### src/modbus_crc16.sv
// Shared constants for the serial slave frame checker, and the bit-serial CRC-16 engine.
`timescale 1ns/1ns
`default_nettype none
package modbus_pkg;
   localparam logic [15:0] CRC_INIT = 16'hFFFF;
   localparam logic [15:0] CRC_POLY = 16'hA001;
   localparam logic [3:0] CRC_STEPS = 4'h8;
   localparam logic [7:0] FN_READ = 8'h03;
   localparam logic [7:0] FN_WRITE1 = 8'h06;
   localparam logic [7:0] FN_WRITEN = 8'h10;
   localparam logic [7:0] EXC_FLAG = 8'h80;
   localparam logic [7:0] ERR_NONE = 8'h00;
   localparam logic [7:0] ERR_FUNC = 8'h81;
   localparam logic [7:0] ERR_ADDR = 8'h82;
   localparam logic [7:0] ERR_VALUE = 8'h83;
   localparam logic [16:0] READ_LAST = 17'h0_0148;
   localparam logic [16:0] WRITE_LAST = 17'h0_00FF;
   localparam logic [15:0] MAX_REGS = 16'h003C;
   localparam logic [7:0] MIN_FRAME = 8'h04;
   localparam logic [7:0] FIXED_LEN = 8'h08;
   localparam logic [7:0] WRITEN_HDR = 8'h09;
   localparam logic [7:0] IDX_LAST = 8'hFF;
   localparam logic [2:0] EXC_CRC_AT = 3'h3;
   localparam logic [2:0] EXC_LAST = 3'h4;
   localparam longint CLK_HZ = 125000000;
   localparam longint BAUD_DEFAULT = 9600;
   // Inter-frame silence of 3.5 characters of 10 bits, a least time, so it rounds up.
   localparam longint GAP_BITS = 35;
   localparam int GAP_CYCLES_DEFAULT = int'((CLK_HZ * GAP_BITS + BAUD_DEFAULT - 1) / BAUD_DEFAULT);
   localparam int GAP_W = 20;
endpackage

module crc16_engine (
   input wire logic sys_clk, // Core clock.
   input wire logic arst_n, // Asynchronous reset, active low.
   input wire logic init, // Pulse: preset the register.
   input wire logic start, // Pulse: take byte_in and run eight steps.
   input wire logic [7:0] byte_in, // Byte to fold in.
   output logic [15:0] crc, // Running check register.
   output logic busy // High while bit steps remain.
);
   import modbus_pkg::*;
   logic [3:0] steps;

   function automatic logic [15:0] crc_step(input logic [15:0] v);
      logic [15:0] s;
      s = {1'b0, v[15:1]};
      crc_step = v[0] ? (s ^ CRC_POLY) : s;
   endfunction

   assign busy = (steps != 4'h0);

   // Init must not arrive while busy; the caller only presets between bytes.
   always_ff @(posedge sys_clk or negedge arst_n) begin
      if (!arst_n) begin
         crc <= CRC_INIT;
      end else if (init) begin
         crc <= CRC_INIT;
      end else if (start) begin
         crc <= crc ^ {8'h00, byte_in};
      end else if (busy) begin
         crc <= crc_step(crc);
      end
   end

   always_ff @(posedge sys_clk or negedge arst_n) begin
      if (!arst_n) begin
         steps <= 4'h0;
      end else if (start) begin
         steps <= CRC_STEPS;
      end else if (busy) begin
         steps <= steps - 4'h1;
      end
   end
endmodule
`default_nettype wire

### src/modbus_frame_check.sv
// Slave request checker: frame CRC, fault detection and exception replies.
`timescale 1ns/1ns
`default_nettype none
module modbus_frame_check #(
   parameter int GAP_CYCLES = modbus_pkg::GAP_CYCLES_DEFAULT // End-of-frame silence in clocks.
) (
   input wire logic sys_clk, // Core clock, 125 MHz.
   input wire logic arst_n, // Asynchronous reset, active low.
   input wire logic [7:0] own_addr, // Station address of this drive.
   input wire logic rx_valid, // Pulse: a received byte is on rx_data.
   input wire logic [7:0] rx_data, // Received byte.
   output logic tx_valid, // Exception byte is offered.
   input wire logic tx_ready, // Transmitter takes the byte.
   output logic [7:0] tx_data, // Exception byte.
   output logic value_strobe, // Pulse: ask whether value_data fits value_addr.
   output logic [15:0] value_addr, // Parameter being written.
   output logic [15:0] value_data, // Value being written.
   input wire logic value_bad, // Answer in the cycle of value_strobe.
   output logic req_valid, // Pulse: a clean request for the normal reply path.
   output logic [7:0] req_func, // Its function code.
   output logic [15:0] req_addr, // Its start register.
   output logic [15:0] req_count // Its register count, or the value for a single write.
);
   import modbus_pkg::*;
   typedef enum logic [2:0] {
      S_IDLE = 3'b000,
      S_RX = 3'b001,
      S_CHECK = 3'b010,
      S_XCRC = 3'b011,
      S_XSEND = 3'b100
   } state_e;

   localparam logic [GAP_W-1:0] GAP_LAST = GAP_W'(GAP_CYCLES - 1);

   state_e state;
   logic [7:0] idx, hist0, hist1, station, func, byte_cnt, err_code, crc_byte;
   logic [15:0] start_addr, qty, reg_ptr, crc, word_in;
   logic [GAP_W-1:0] gap;
   logic [2:0] xi;
   logic reply_ok, crc_init, crc_start, crc_busy, rx_take, decide, crc_match, frame_good, len_ok, tx_fire;
   logic [16:0] range_end;

   function automatic logic fn_known(input logic [7:0] f);
      fn_known = (f == FN_READ) || (f == FN_WRITE1) || (f == FN_WRITEN);
   endfunction

   function automatic logic [7:0] exc_byte(input logic [2:0] i, input logic [7:0] st, input logic [7:0] fn,
                                           input logic [7:0] ec, input logic [15:0] c);
      unique case (i)
         3'h0: exc_byte = st;
         3'h1: exc_byte = fn | EXC_FLAG;
         3'h2: exc_byte = ec;
         3'h3: exc_byte = c[7:0];
         default: exc_byte = c[15:8];
      endcase
   endfunction

   assign rx_take = rx_valid && ((state == S_IDLE) || (state == S_RX));
   assign decide = (state == S_CHECK) && !crc_busy && !value_strobe;
   // Received code goes out low byte first, so the swapped register must equal the two last bytes in order.
   assign crc_match = ({crc[7:0], crc[15:8]} == {hist1, hist0});
   assign frame_good = crc_match && (idx >= MIN_FRAME) && (station == own_addr);
   assign len_ok = (func == FN_WRITEN) ? (idx == (WRITEN_HDR + byte_cnt)) : (idx == FIXED_LEN);
   assign tx_fire = tx_valid && tx_ready;
   assign word_in = {hist0, rx_data};
   assign range_end = {1'b0, start_addr} + {1'b0, word_in} - 17'h0_0001;

   // Bytes are fed two behind the line so the trailing check code never enters the register.
   always_comb begin
      crc_init = 1'b0;
      crc_start = 1'b0;
      crc_byte = hist1;
      if (rx_take && (state == S_IDLE)) begin
         crc_init = 1'b1;
      end else if (rx_take && (idx >= 8'h02)) begin
         crc_start = 1'b1;
      end else if (decide && frame_good && (err_code != ERR_NONE)) begin
         crc_init = 1'b1;
      end else if ((state == S_XCRC) && !crc_busy && (xi != EXC_CRC_AT)) begin
         crc_start = 1'b1;
         crc_byte = exc_byte(xi, station, func, err_code, crc);
      end
   end

   crc16_engine u_crc (
      .sys_clk(sys_clk),
      .arst_n(arst_n),
      .init(crc_init),
      .start(crc_start),
      .byte_in(crc_byte),
      .crc(crc),
      .busy(crc_busy)
   );

   always_ff @(posedge sys_clk or negedge arst_n) begin
      if (!arst_n) begin
         state <= S_IDLE;
      end else begin
         unique case (state)
            S_IDLE: if (rx_take) state <= S_RX;
            S_RX: if (!rx_valid && (gap == GAP_LAST)) state <= S_CHECK;
            S_CHECK: begin
               if (decide) begin
                  // A bad check code, a foreign address or a runt ends here without a reply.
                  state <= (frame_good && (err_code != ERR_NONE)) ? S_XCRC : S_IDLE;
               end
            end
            S_XCRC: if (!crc_busy && (xi == EXC_CRC_AT)) state <= S_XSEND;
            S_XSEND: if (tx_fire && (xi == EXC_LAST)) state <= S_IDLE;
            default: state <= S_IDLE;
         endcase
      end
   end

   always_ff @(posedge sys_clk or negedge arst_n) begin
      if (!arst_n) begin
         gap <= '0;
      end else if ((state != S_RX) || rx_valid) begin
         gap <= '0;
      end else begin
         gap <= gap + GAP_W'(1);
      end
   end

   always_ff @(posedge sys_clk or negedge arst_n) begin
      if (!arst_n) begin
         idx <= 8'h00;
         hist0 <= 8'h00;
         hist1 <= 8'h00;
      end else if (rx_take) begin
         idx <= (state == S_IDLE) ? 8'h01 : ((idx == IDX_LAST) ? IDX_LAST : idx + 8'h01);
         hist0 <= rx_data;
         hist1 <= hist0;
      end
   end

   always_ff @(posedge sys_clk or negedge arst_n) begin
      if (!arst_n) begin
         station <= 8'h00;
         func <= 8'h00;
         start_addr <= 16'h0000;
         qty <= 16'h0000;
         byte_cnt <= 8'h00;
      end else if (rx_take) begin
         if (state == S_IDLE) station <= rx_data;
         unique case (idx)
            8'h01: func <= rx_data;
            8'h03: start_addr <= word_in;
            8'h05: qty <= word_in;
            8'h06: byte_cnt <= rx_data;
            default: ;
         endcase
      end
   end

   // The first fault found is kept; fields arrive in the order function, address, value.
   always_ff @(posedge sys_clk or negedge arst_n) begin
      if (!arst_n) begin
         err_code <= ERR_NONE;
      end else if (rx_take && (state == S_IDLE)) begin
         err_code <= ERR_NONE;
      end else if (err_code == ERR_NONE) begin
         if (value_strobe && value_bad) begin
            err_code <= ERR_VALUE;
         end else if (rx_take && (idx == 8'h01) && !fn_known(rx_data)) begin
            err_code <= ERR_FUNC;
         end else if (rx_take && (idx == 8'h03) && (func == FN_WRITE1) && ({1'b0, word_in} > WRITE_LAST)) begin
            err_code <= ERR_ADDR;
         end else if (rx_take && (idx == 8'h05) && (func != FN_WRITE1)) begin
            if ((word_in == 16'h0000) || (word_in > MAX_REGS)) begin
               err_code <= ERR_VALUE;
            end else if (range_end > ((func == FN_READ) ? READ_LAST : WRITE_LAST)) begin
               err_code <= ERR_ADDR;
            end
         end else if (rx_take && (idx == 8'h06) && (func == FN_WRITEN) && (rx_data != {qty[6:0], 1'b0})) begin
            err_code <= ERR_VALUE;
         end
      end
   end

   always_ff @(posedge sys_clk or negedge arst_n) begin
      if (!arst_n) begin
         value_strobe <= 1'b0;
         value_addr <= 16'h0000;
         value_data <= 16'h0000;
         reg_ptr <= 16'h0000;
      end else begin
         value_strobe <= 1'b0;
         if (rx_take && (idx == 8'h03)) reg_ptr <= word_in;
         // Stale counters from the previous frame must not raise a strobe on a first byte.
         if (rx_take && (state == S_RX) && (err_code == ERR_NONE) && !(value_strobe && value_bad)) begin
            if ((func == FN_WRITE1) && (idx == 8'h05)) begin
               value_strobe <= 1'b1;
               value_addr <= start_addr;
               value_data <= word_in;
            end else if ((func == FN_WRITEN) && (idx >= 8'h08) && !idx[0] && (idx <= byte_cnt + 8'h06)) begin
               value_strobe <= 1'b1;
               value_addr <= reg_ptr;
               value_data <= word_in;
               reg_ptr <= reg_ptr + 16'h0001;
            end
         end
      end
   end

   always_ff @(posedge sys_clk or negedge arst_n) begin
      if (!arst_n) begin
         xi <= 3'h0;
      end else if (decide) begin
         xi <= 3'h0;
      end else if (crc_start && (state == S_XCRC)) begin
         xi <= xi + 3'h1;
      end else if ((state == S_XCRC) && !crc_busy && (xi == EXC_CRC_AT)) begin
         xi <= 3'h0;
      end else if ((state == S_XSEND) && tx_fire) begin
         xi <= xi + 3'h1;
      end
   end

   always_ff @(posedge sys_clk or negedge arst_n) begin
      if (!arst_n) begin
         tx_valid <= 1'b0;
         tx_data <= 8'h00;
      end else if ((state == S_XCRC) && !crc_busy && (xi == EXC_CRC_AT)) begin
         tx_valid <= 1'b1;
         tx_data <= exc_byte(3'h0, station, func, err_code, crc);
      end else if ((state == S_XSEND) && tx_fire) begin
         if (xi == EXC_LAST) begin
            tx_valid <= 1'b0;
         end else begin
            tx_data <= exc_byte(xi + 3'h1, station, func, err_code, crc);
         end
      end
   end

   always_ff @(posedge sys_clk or negedge arst_n) begin
      if (!arst_n) begin
         req_valid <= 1'b0;
         req_func <= 8'h00;
         req_addr <= 16'h0000;
         req_count <= 16'h0000;
         reply_ok <= 1'b0;
      end else begin
         req_valid <= decide && frame_good && (err_code == ERR_NONE) && len_ok;
         if (decide) begin
            req_func <= func;
            req_addr <= start_addr;
            req_count <= qty;
            reply_ok <= frame_good;
         end
      end
   end
endmodule
`default_nettype wire

### config.mk
export PLATFORM = sky130hd
export DESIGN_NAME = modbus_frame_check
export DESIGN_NICKNAME = d
export VERILOG_FILES = /design/src/modbus_crc16.sv /design/src/modbus_frame_check.sv
export SDC_FILE = /design/constraint.sdc
export NUM_CORES = 1
export LEC_CHECK = 0
export BUFFER_PORTS_ARGS = -buffer_cell sky130_fd_sc_hd__buf_2
export CAP_MARGIN = 0
export CORE_AREA = 2 2 157 159
export DETAILED_ROUTE_END_ITERATION = 7
export DIE_AREA = 0 0 159 161
export PLACE_DENSITY_LB_ADDON = 0.08
export SYNTH_ARGS = -nofsm -noshare
export SYNTH_HDL_FRONTEND = slang
export SYNTH_SLANG_ARGS = --single-unit
### constraint.sdc
create_clock -name sys_clk -period 3.5 [get_ports sys_clk]
set_input_delay 0.175 -clock sys_clk [delete_from_list [all_inputs] [get_ports sys_clk]]
set_output_delay 0.175 -clock sys_clk [all_outputs]
set_load 0.1 [all_outputs]
Word level (Yosys, flattened, before mapping)
Index checks and enable logic that the tools add are counted.
{"block": "classes", "add_sub_neg": 9, "order_cmp": 7, "eq_ne": 38, "n_mux": 61, "bitwise": 2, "n_reduce_logical": 75}
{"op": "two-way mux 16 bit", "count": 12}
{"op": "two-way mux 8 bit", "count": 18}
{"op": "one-hot mux 8 bit (4 select lines)", "count": 2}
{"op": "logical AND 1 bit", "count": 39}
{"op": "equality test 8 x 3 -> 1 bit (second input constant)", "count": 4}
{"op": "two-way mux 3 bit", "count": 9}
{"op": "equality test 8 x 2 -> 1 bit (second input constant)", "count": 3}
{"op": "adder 20 x 1 -> 20 bit (second input constant)", "count": 1}
{"op": "equality test 20 x 19 -> 1 bit (second input constant)", "count": 1}
{"op": "two-way mux 20 bit", "count": 1}
{"op": "equality test 3 x 2 -> 1 bit (second input constant)", "count": 6}
{"op": "adder 16 x 16 -> 17 bit", "count": 1}
{"op": "> comparator 17 x 9 -> 1 bit", "count": 1}
{"op": "subtractor 17 x 1 -> 17 bit (second input constant)", "count": 1}
{"op": "adder 16 x 1 -> 16 bit (second input constant)", "count": 1}
{"op": "equality test 16 bit", "count": 1}
{"op": "equality test 8 x 5 -> 1 bit (second input constant)", "count": 2}
{"op": "equality test 8 bit", "count": 2}
{"op": "> comparator 16 x 6 -> 1 bit (second input constant)", "count": 1}
{"op": "> comparator 16 x 8 -> 1 bit (second input constant)", "count": 1}
{"op": "zero test 16 bit", "count": 1}
{"op": "AND reduction 2 bit", "count": 8}
{"op": "bitwise XOR 16 x 8 -> 16 bit", "count": 1}
{"op": "one-hot mux 3 bit (5 select lines)", "count": 1}
{"op": "other kinds (36)", "count": 74}
{"block": "totals", "ff_bits": 233, "inputBits": 21, "out_inout_bits": 83, "word_cells": 216}

Depth between registers and ports, before layout
{"block": "depth", "word_depth": 13, "ltp_mapped": 20, "ltp_nobuf": 19}

Modules after synthesis
From an unflattened synthesis, not the netlist that was laid out.
{"block": "hier_totals", "cells_unflattened": 1343, "area_unflattened_um2": 12677.2}
{"mod": "modbus_frame_check", "instances": 1, "cells_each": 1248, "area_per_inst_um2": 11622.4, "seq_area_each_um2": 5205.0}
{"mod": "crc16_engine", "instances": 1, "cells_each": 95, "area_per_inst_um2": 1054.8, "seq_area_each_um2": 520.5}

Worst setup path after synthesis
Ideal clock, no wire load.
{"block": "synth_path", "kind": "input-to-reg", "from": "in rx_data[1]", "to": "reg err_code[1]", "setup_ps": 142, "arrival_ps": 3316, "required_time_ps": 3358, "slack_ps": 42, "cell_stages": 20, "path_cell_list": "clkbuf_1 > inv_1 > ha_1 > inv_1 > ha_1 > inv_1 > fa_1 > nor2b_1 > o21a_1 > nor2_1 > xnor2_1 > ha_1 > nand2_1 > nor3_1 > and4_1 > a31oi_1 > a21bo_2 > nand4_1 > o31ai_1 > a211oi_1"}
{"block": "synth_via", "elab_chain_len": 9}
{"element": "start: declaration", "line_no": "modbus_frame_check.sv:11", "source": "input wire logic [7:0] rx_data,"}
{"element": "parallel branches: the longest is 9 deep, another holds adder 16 x 16 -> 17 bit"}
{"element": "end signal: assignment", "line_no": "modbus_frame_check.sv:161", "source": "err_code <= ERR_NONE;"}
{"element": "end signal: assignment", "line_no": "modbus_frame_check.sv:164", "source": "err_code <= ERR_VALUE;"}
{"element": "end signal: assignment", "line_no": "modbus_frame_check.sv:166", "source": "err_code <= ERR_FUNC;"}
{"element": "end: declaration", "line_no": "modbus_frame_check.sv:36", "source": "logic [7:0] idx, hist0, hist1, station, func, byte_cnt, err_code, crc_byte;"}
Several ways; the timed one is not identified. The select of a mux whose other input is x is not followed.
A chain may end at the register's enable or synchronous reset.

Worst setup path after layout
{"block": "layout_path", "from": "reg start_addr[1]", "to": "reg err_code[7]"}
{"block": "layout_via", "elab_chain_len": 5}
{"element": "start: declaration", "line_no": "modbus_frame_check.sv:37", "source": "logic [15:0] start_addr, qty, reg_ptr, crc, word_in;"}
{"element": "start signal: assignment", "line_no": "modbus_frame_check.sv:148", "source": "8'h03: start_addr <= word_in;"}
{"element": "adder 16 x 16 -> 17 bit", "line_no": "modbus_frame_check.sv:66", "source": "assign range_end = {1'b0, start_addr} + {1'b0, word_in} - 17'h0_0001;"}
{"element": "subtractor 17 x 1 -> 17 bit", "line_no": "modbus_frame_check.sv:66"}
{"element": "> comparator 17 x 9 -> 1 bit", "line_no": "modbus_frame_check.sv:172", "source": "end else if (range_end > ((func == FN_READ) ? READ_LAST : WRITE_LAST)) begin"}
{"element": "inequality test 7 x 5 -> 1 bit (no line)"}
{"element": "AND reduction 3 bit (no line)"}
{"element": "end signal: assignment", "line_no": "modbus_frame_check.sv:171", "source": "err_code <= ERR_VALUE;"}
{"element": "end signal: assignment", "line_no": "modbus_frame_check.sv:173", "source": "err_code <= ERR_ADDR;"}
{"element": "end signal: assignment", "line_no": "modbus_frame_check.sv:176", "source": "err_code <= ERR_VALUE;"}
Every way passes these cells.

==> out/metrics.cfg <==
[synth]
ys_seq_elements = 228
synth_top_area_frac = 0.409
synth_top_area_cell = dfrtp_1
synthArstFlopShare = 1.00
syn-num-nets = 1483
yosys.cell_types.count = 78
yosys_warnings = 0
synth_area_per_cell_um2 = 9.31
synth_edf_count = 0
syn-instance-count = 1395
netlist_top_cells_area = dfrtp_1, nand2_1, ha_1, o21ai_0, mux2_4
synthFlopType = dfrtp_1
syn_area_um2 = 13000
synth-seq-area-share = 0.441

[setup_path]
worstReg2RegStart = start_addr[1]$_DFFE_PN0P_
worstPathArrival_ns = 3.81
r2r_slack_ns = 0.06
cp.required_ns = 3.87
reg2reg_depth = 19
cpMostUsedCell = inv_2
timing.rr.end = err_code[7]$_DFFE_PN0P_
cp_num_cells = 19
cpMaxStageDelayCell = dfrtp_1
cp_num_buf_inv = 3
crit_chain = inv_2, ha_4, inv_2, ha_4, inv_2, fa_2, nor2b_2, o21a_1, nor2_1, xnor2_1, ha_1, nand2_1, nor3_2, and4_1, a31oi_1, a21bo_2, nand4_1, o31ai_2, a21oi_1
cp_top_family = adder cells
cpPeakStageDelay_ns = 0.39
crit_fanout = 3
worstSetupPathType = reg -> reg
end_kind = register
startpoint_type = register

[global_routing]
grt_max_degree = 103
grt_pass1_wl_um = 59800
grt_antenna_before_repair = 4
gr-total-overflow = 0
grt_use_total = 0.299
grt_pass1_vias = 10500

[clocking]
root_buffer = clkbuf_16
ctsHtreeMaxLevel = 1
clk_latency_ns = 0.53
cts-buffers-inserted = 25
clock_sinks = 228
clk_path_buf_depth = 3
clk_pin_slew_ns = 0.06
cts_tree = yes

[detailed_routing]
wl_um = 38400
drtPass1Iterations = 7
post_drt_wl_per_cell_um = 20.5
postRouteAntennaNets = 0
drc = 0
drt_iter0_drc = 920
vias = 10900
post_drt_via_cell_ratio = 5.78

[die]
die_x_um = 159
start_util = 0.542
die_y_um = 161
die-area_um2 = 25600
rows = 57
coreArea_um2 = 24000
ios = 104

[placement]
gp_congestion = 0.969
io_buffers = 103
hpwlAfterDp_um = 28300

[power]
finalPower_mw = 15.7
p_leak_nw = 7.23
p_per_area_nw_per_um2 = 1040
peakVddDrop_uv = 760

[sta]
hold_viol_final = 0
tightest_slew_ns = 0.784
clock.fmax_ghz = 0.291
fin_crit_sh = 0.982
min_period_ns = 3.44
whs_ns = 0.0288
rsz0062_at_grt = true
setup_viol = 0
finClkSkew_ns = 0.0115
slew_viol_final = 0
slew_headroom = 0.477

[worst_hold_path]
min-delay-start = tx_ready
hp-class = in -> reg
hold_end = state[2]$_DFFE_PN0P_
min_path_cells = 4

[outcome]
status = finished, final reports clean

[layout]
drive_above_1_share = 0.203
n_fill_cell = 2139
final_cell_mix = nand2_1, dfrtp_1, o21ai_0
layout_commonest_cell = nand2_1
nets = 1621
syn2layout_area_growth_pct = 16.0

[job]
cap_violations = 0

## worst max path at each step
stage / from / end / slack [ns]
after floorplan: rx_data[1] / err_code[1]$_DFFE_PN0P_ / 0.04
after global placement: rx_data[1] / err_code[1]$_DFFE_PN0P_ / -0.004
after detailed placement: start_addr[1]$_DFFE_PN0P_ / err_code[1]$_DFFE_PN0P_ / -0.1
after CTS: start_addr[1]$_DFFE_PN0P_ / err_code[1]$_DFFE_PN0P_ / 0.007
after global routing: start_addr[1]$_DFFE_PN0P_ / err_code[7]$_DFFE_PN0P_ / -0.05
final: start_addr[1]$_DFFE_PN0P_ / err_code[7]$_DFFE_PN0P_ / 0.06
## cell usage after synthesis, types with 25 or more instances
master / instances
nor2_1: 85
nand2_1: 240
o21ai_0: 120
ha_1: 66
nand3_1: 45
a21oi_1: 56
inv_1: 97
xor2_1: 34
dfrtp_1: 212
nand4_1: 25
xnor2_1: 42
mux2_4: 29
clkbuf_1: 52
## tightest hold or removal path, stage by stage
cell and delay [ns]:
buf_2 0.12, nand2_1 0.06, nor2_1 0.05, o22ai_1 0.10
## stage by stage
stage / instances / setup WS [ns] / instance area [µm²] / setup TNS, ns / util
finish: 1877 / 0.0637 / 15100 / 0 / 0.628
global route: 1874 / -0.0495 / 15100 / -0.0864 / 0.628
CTS: 1868 / 0.00742 / 14900 / 0 / 0.624
detailed placement: 1823 / -0.0952 / 14100 / -0.182 / 0.590
global placement: 1823 / -0.00391 / 14100 / -0.00391 / 0.590
floorplan: 1395 / 0.0420 / 13000 / 0 / -
## layer usage
| metal | track usage | part of all wire | vias up |
|---|---|---|---|
| li1 | - | - | 5135 |
| met1 | 0.420 | 0.44 | 5232 |
| met2 | 0.474 | 0.46 | 397 |
| met3 | 0.0444 | 0.066 | 88 |
| met4 | 0.112 | 0.037 | 0 |
| met5 | 0 | 0 | - |
## sequential cells by signal, indices dropped and copies added (netlist names), 4 cells and up
register and cells:
u_crc.steps 4, hist0 8, func 8, value_addr 16, tx_data 8, reg_ptr 16, start_addr 16, gap 20
byte_cnt 8, idx 8, req_func 8, u_crc.crc 16, qty 16, value_data 16, hist1 8, req_count 16
req_addr 16, station 8
## repair_timing
action	4_1_cts	5_1_grt
setup buffers	0	6
setup endpoints to repair	2	2
gates cloned	0	0
hold endpoints to repair	100	0
gates resized for setup	2	16
hold buffers	1	0
pin swaps	0	19
## logic make-up (layout without fill, tap and decap cells)
family                     Yosys count  in the layout  share of synthesized area
and+or+nand+nor                    501            501                      0.182
AOI/OAI and AO/OA                  300            300                      0.147
DFF                                228            228                      0.441
buffers and inverters              161            316                     0.0521
xor gates and xnor gates            76             76                     0.0513
adders and majority gates           67             67                     0.0651
muxes                               62             62                     0.0612
other                                0              3                          0
## report_power, final
group,switching (mW),internal (mW)
registers,0.963,3.56
logic,5.55,3.02
clock network,1.09,1.47
total,7.60,8.06
## cell type report
cell class              instances  area, µm²  area share
multi-input cells            1006       6660       0.442
inverters                      97        364      0.0242
well taps                     324        405      0.0269
clock inverters                 8       73.8     0.00490
repair buffers                175       1120      0.0743
diodes                          3       7.51    0.000499
clock buffers                  36        707      0.0469
flip-flops and latches        228       5730       0.380
Note: power is estimated with default switching activity, not from simulation.
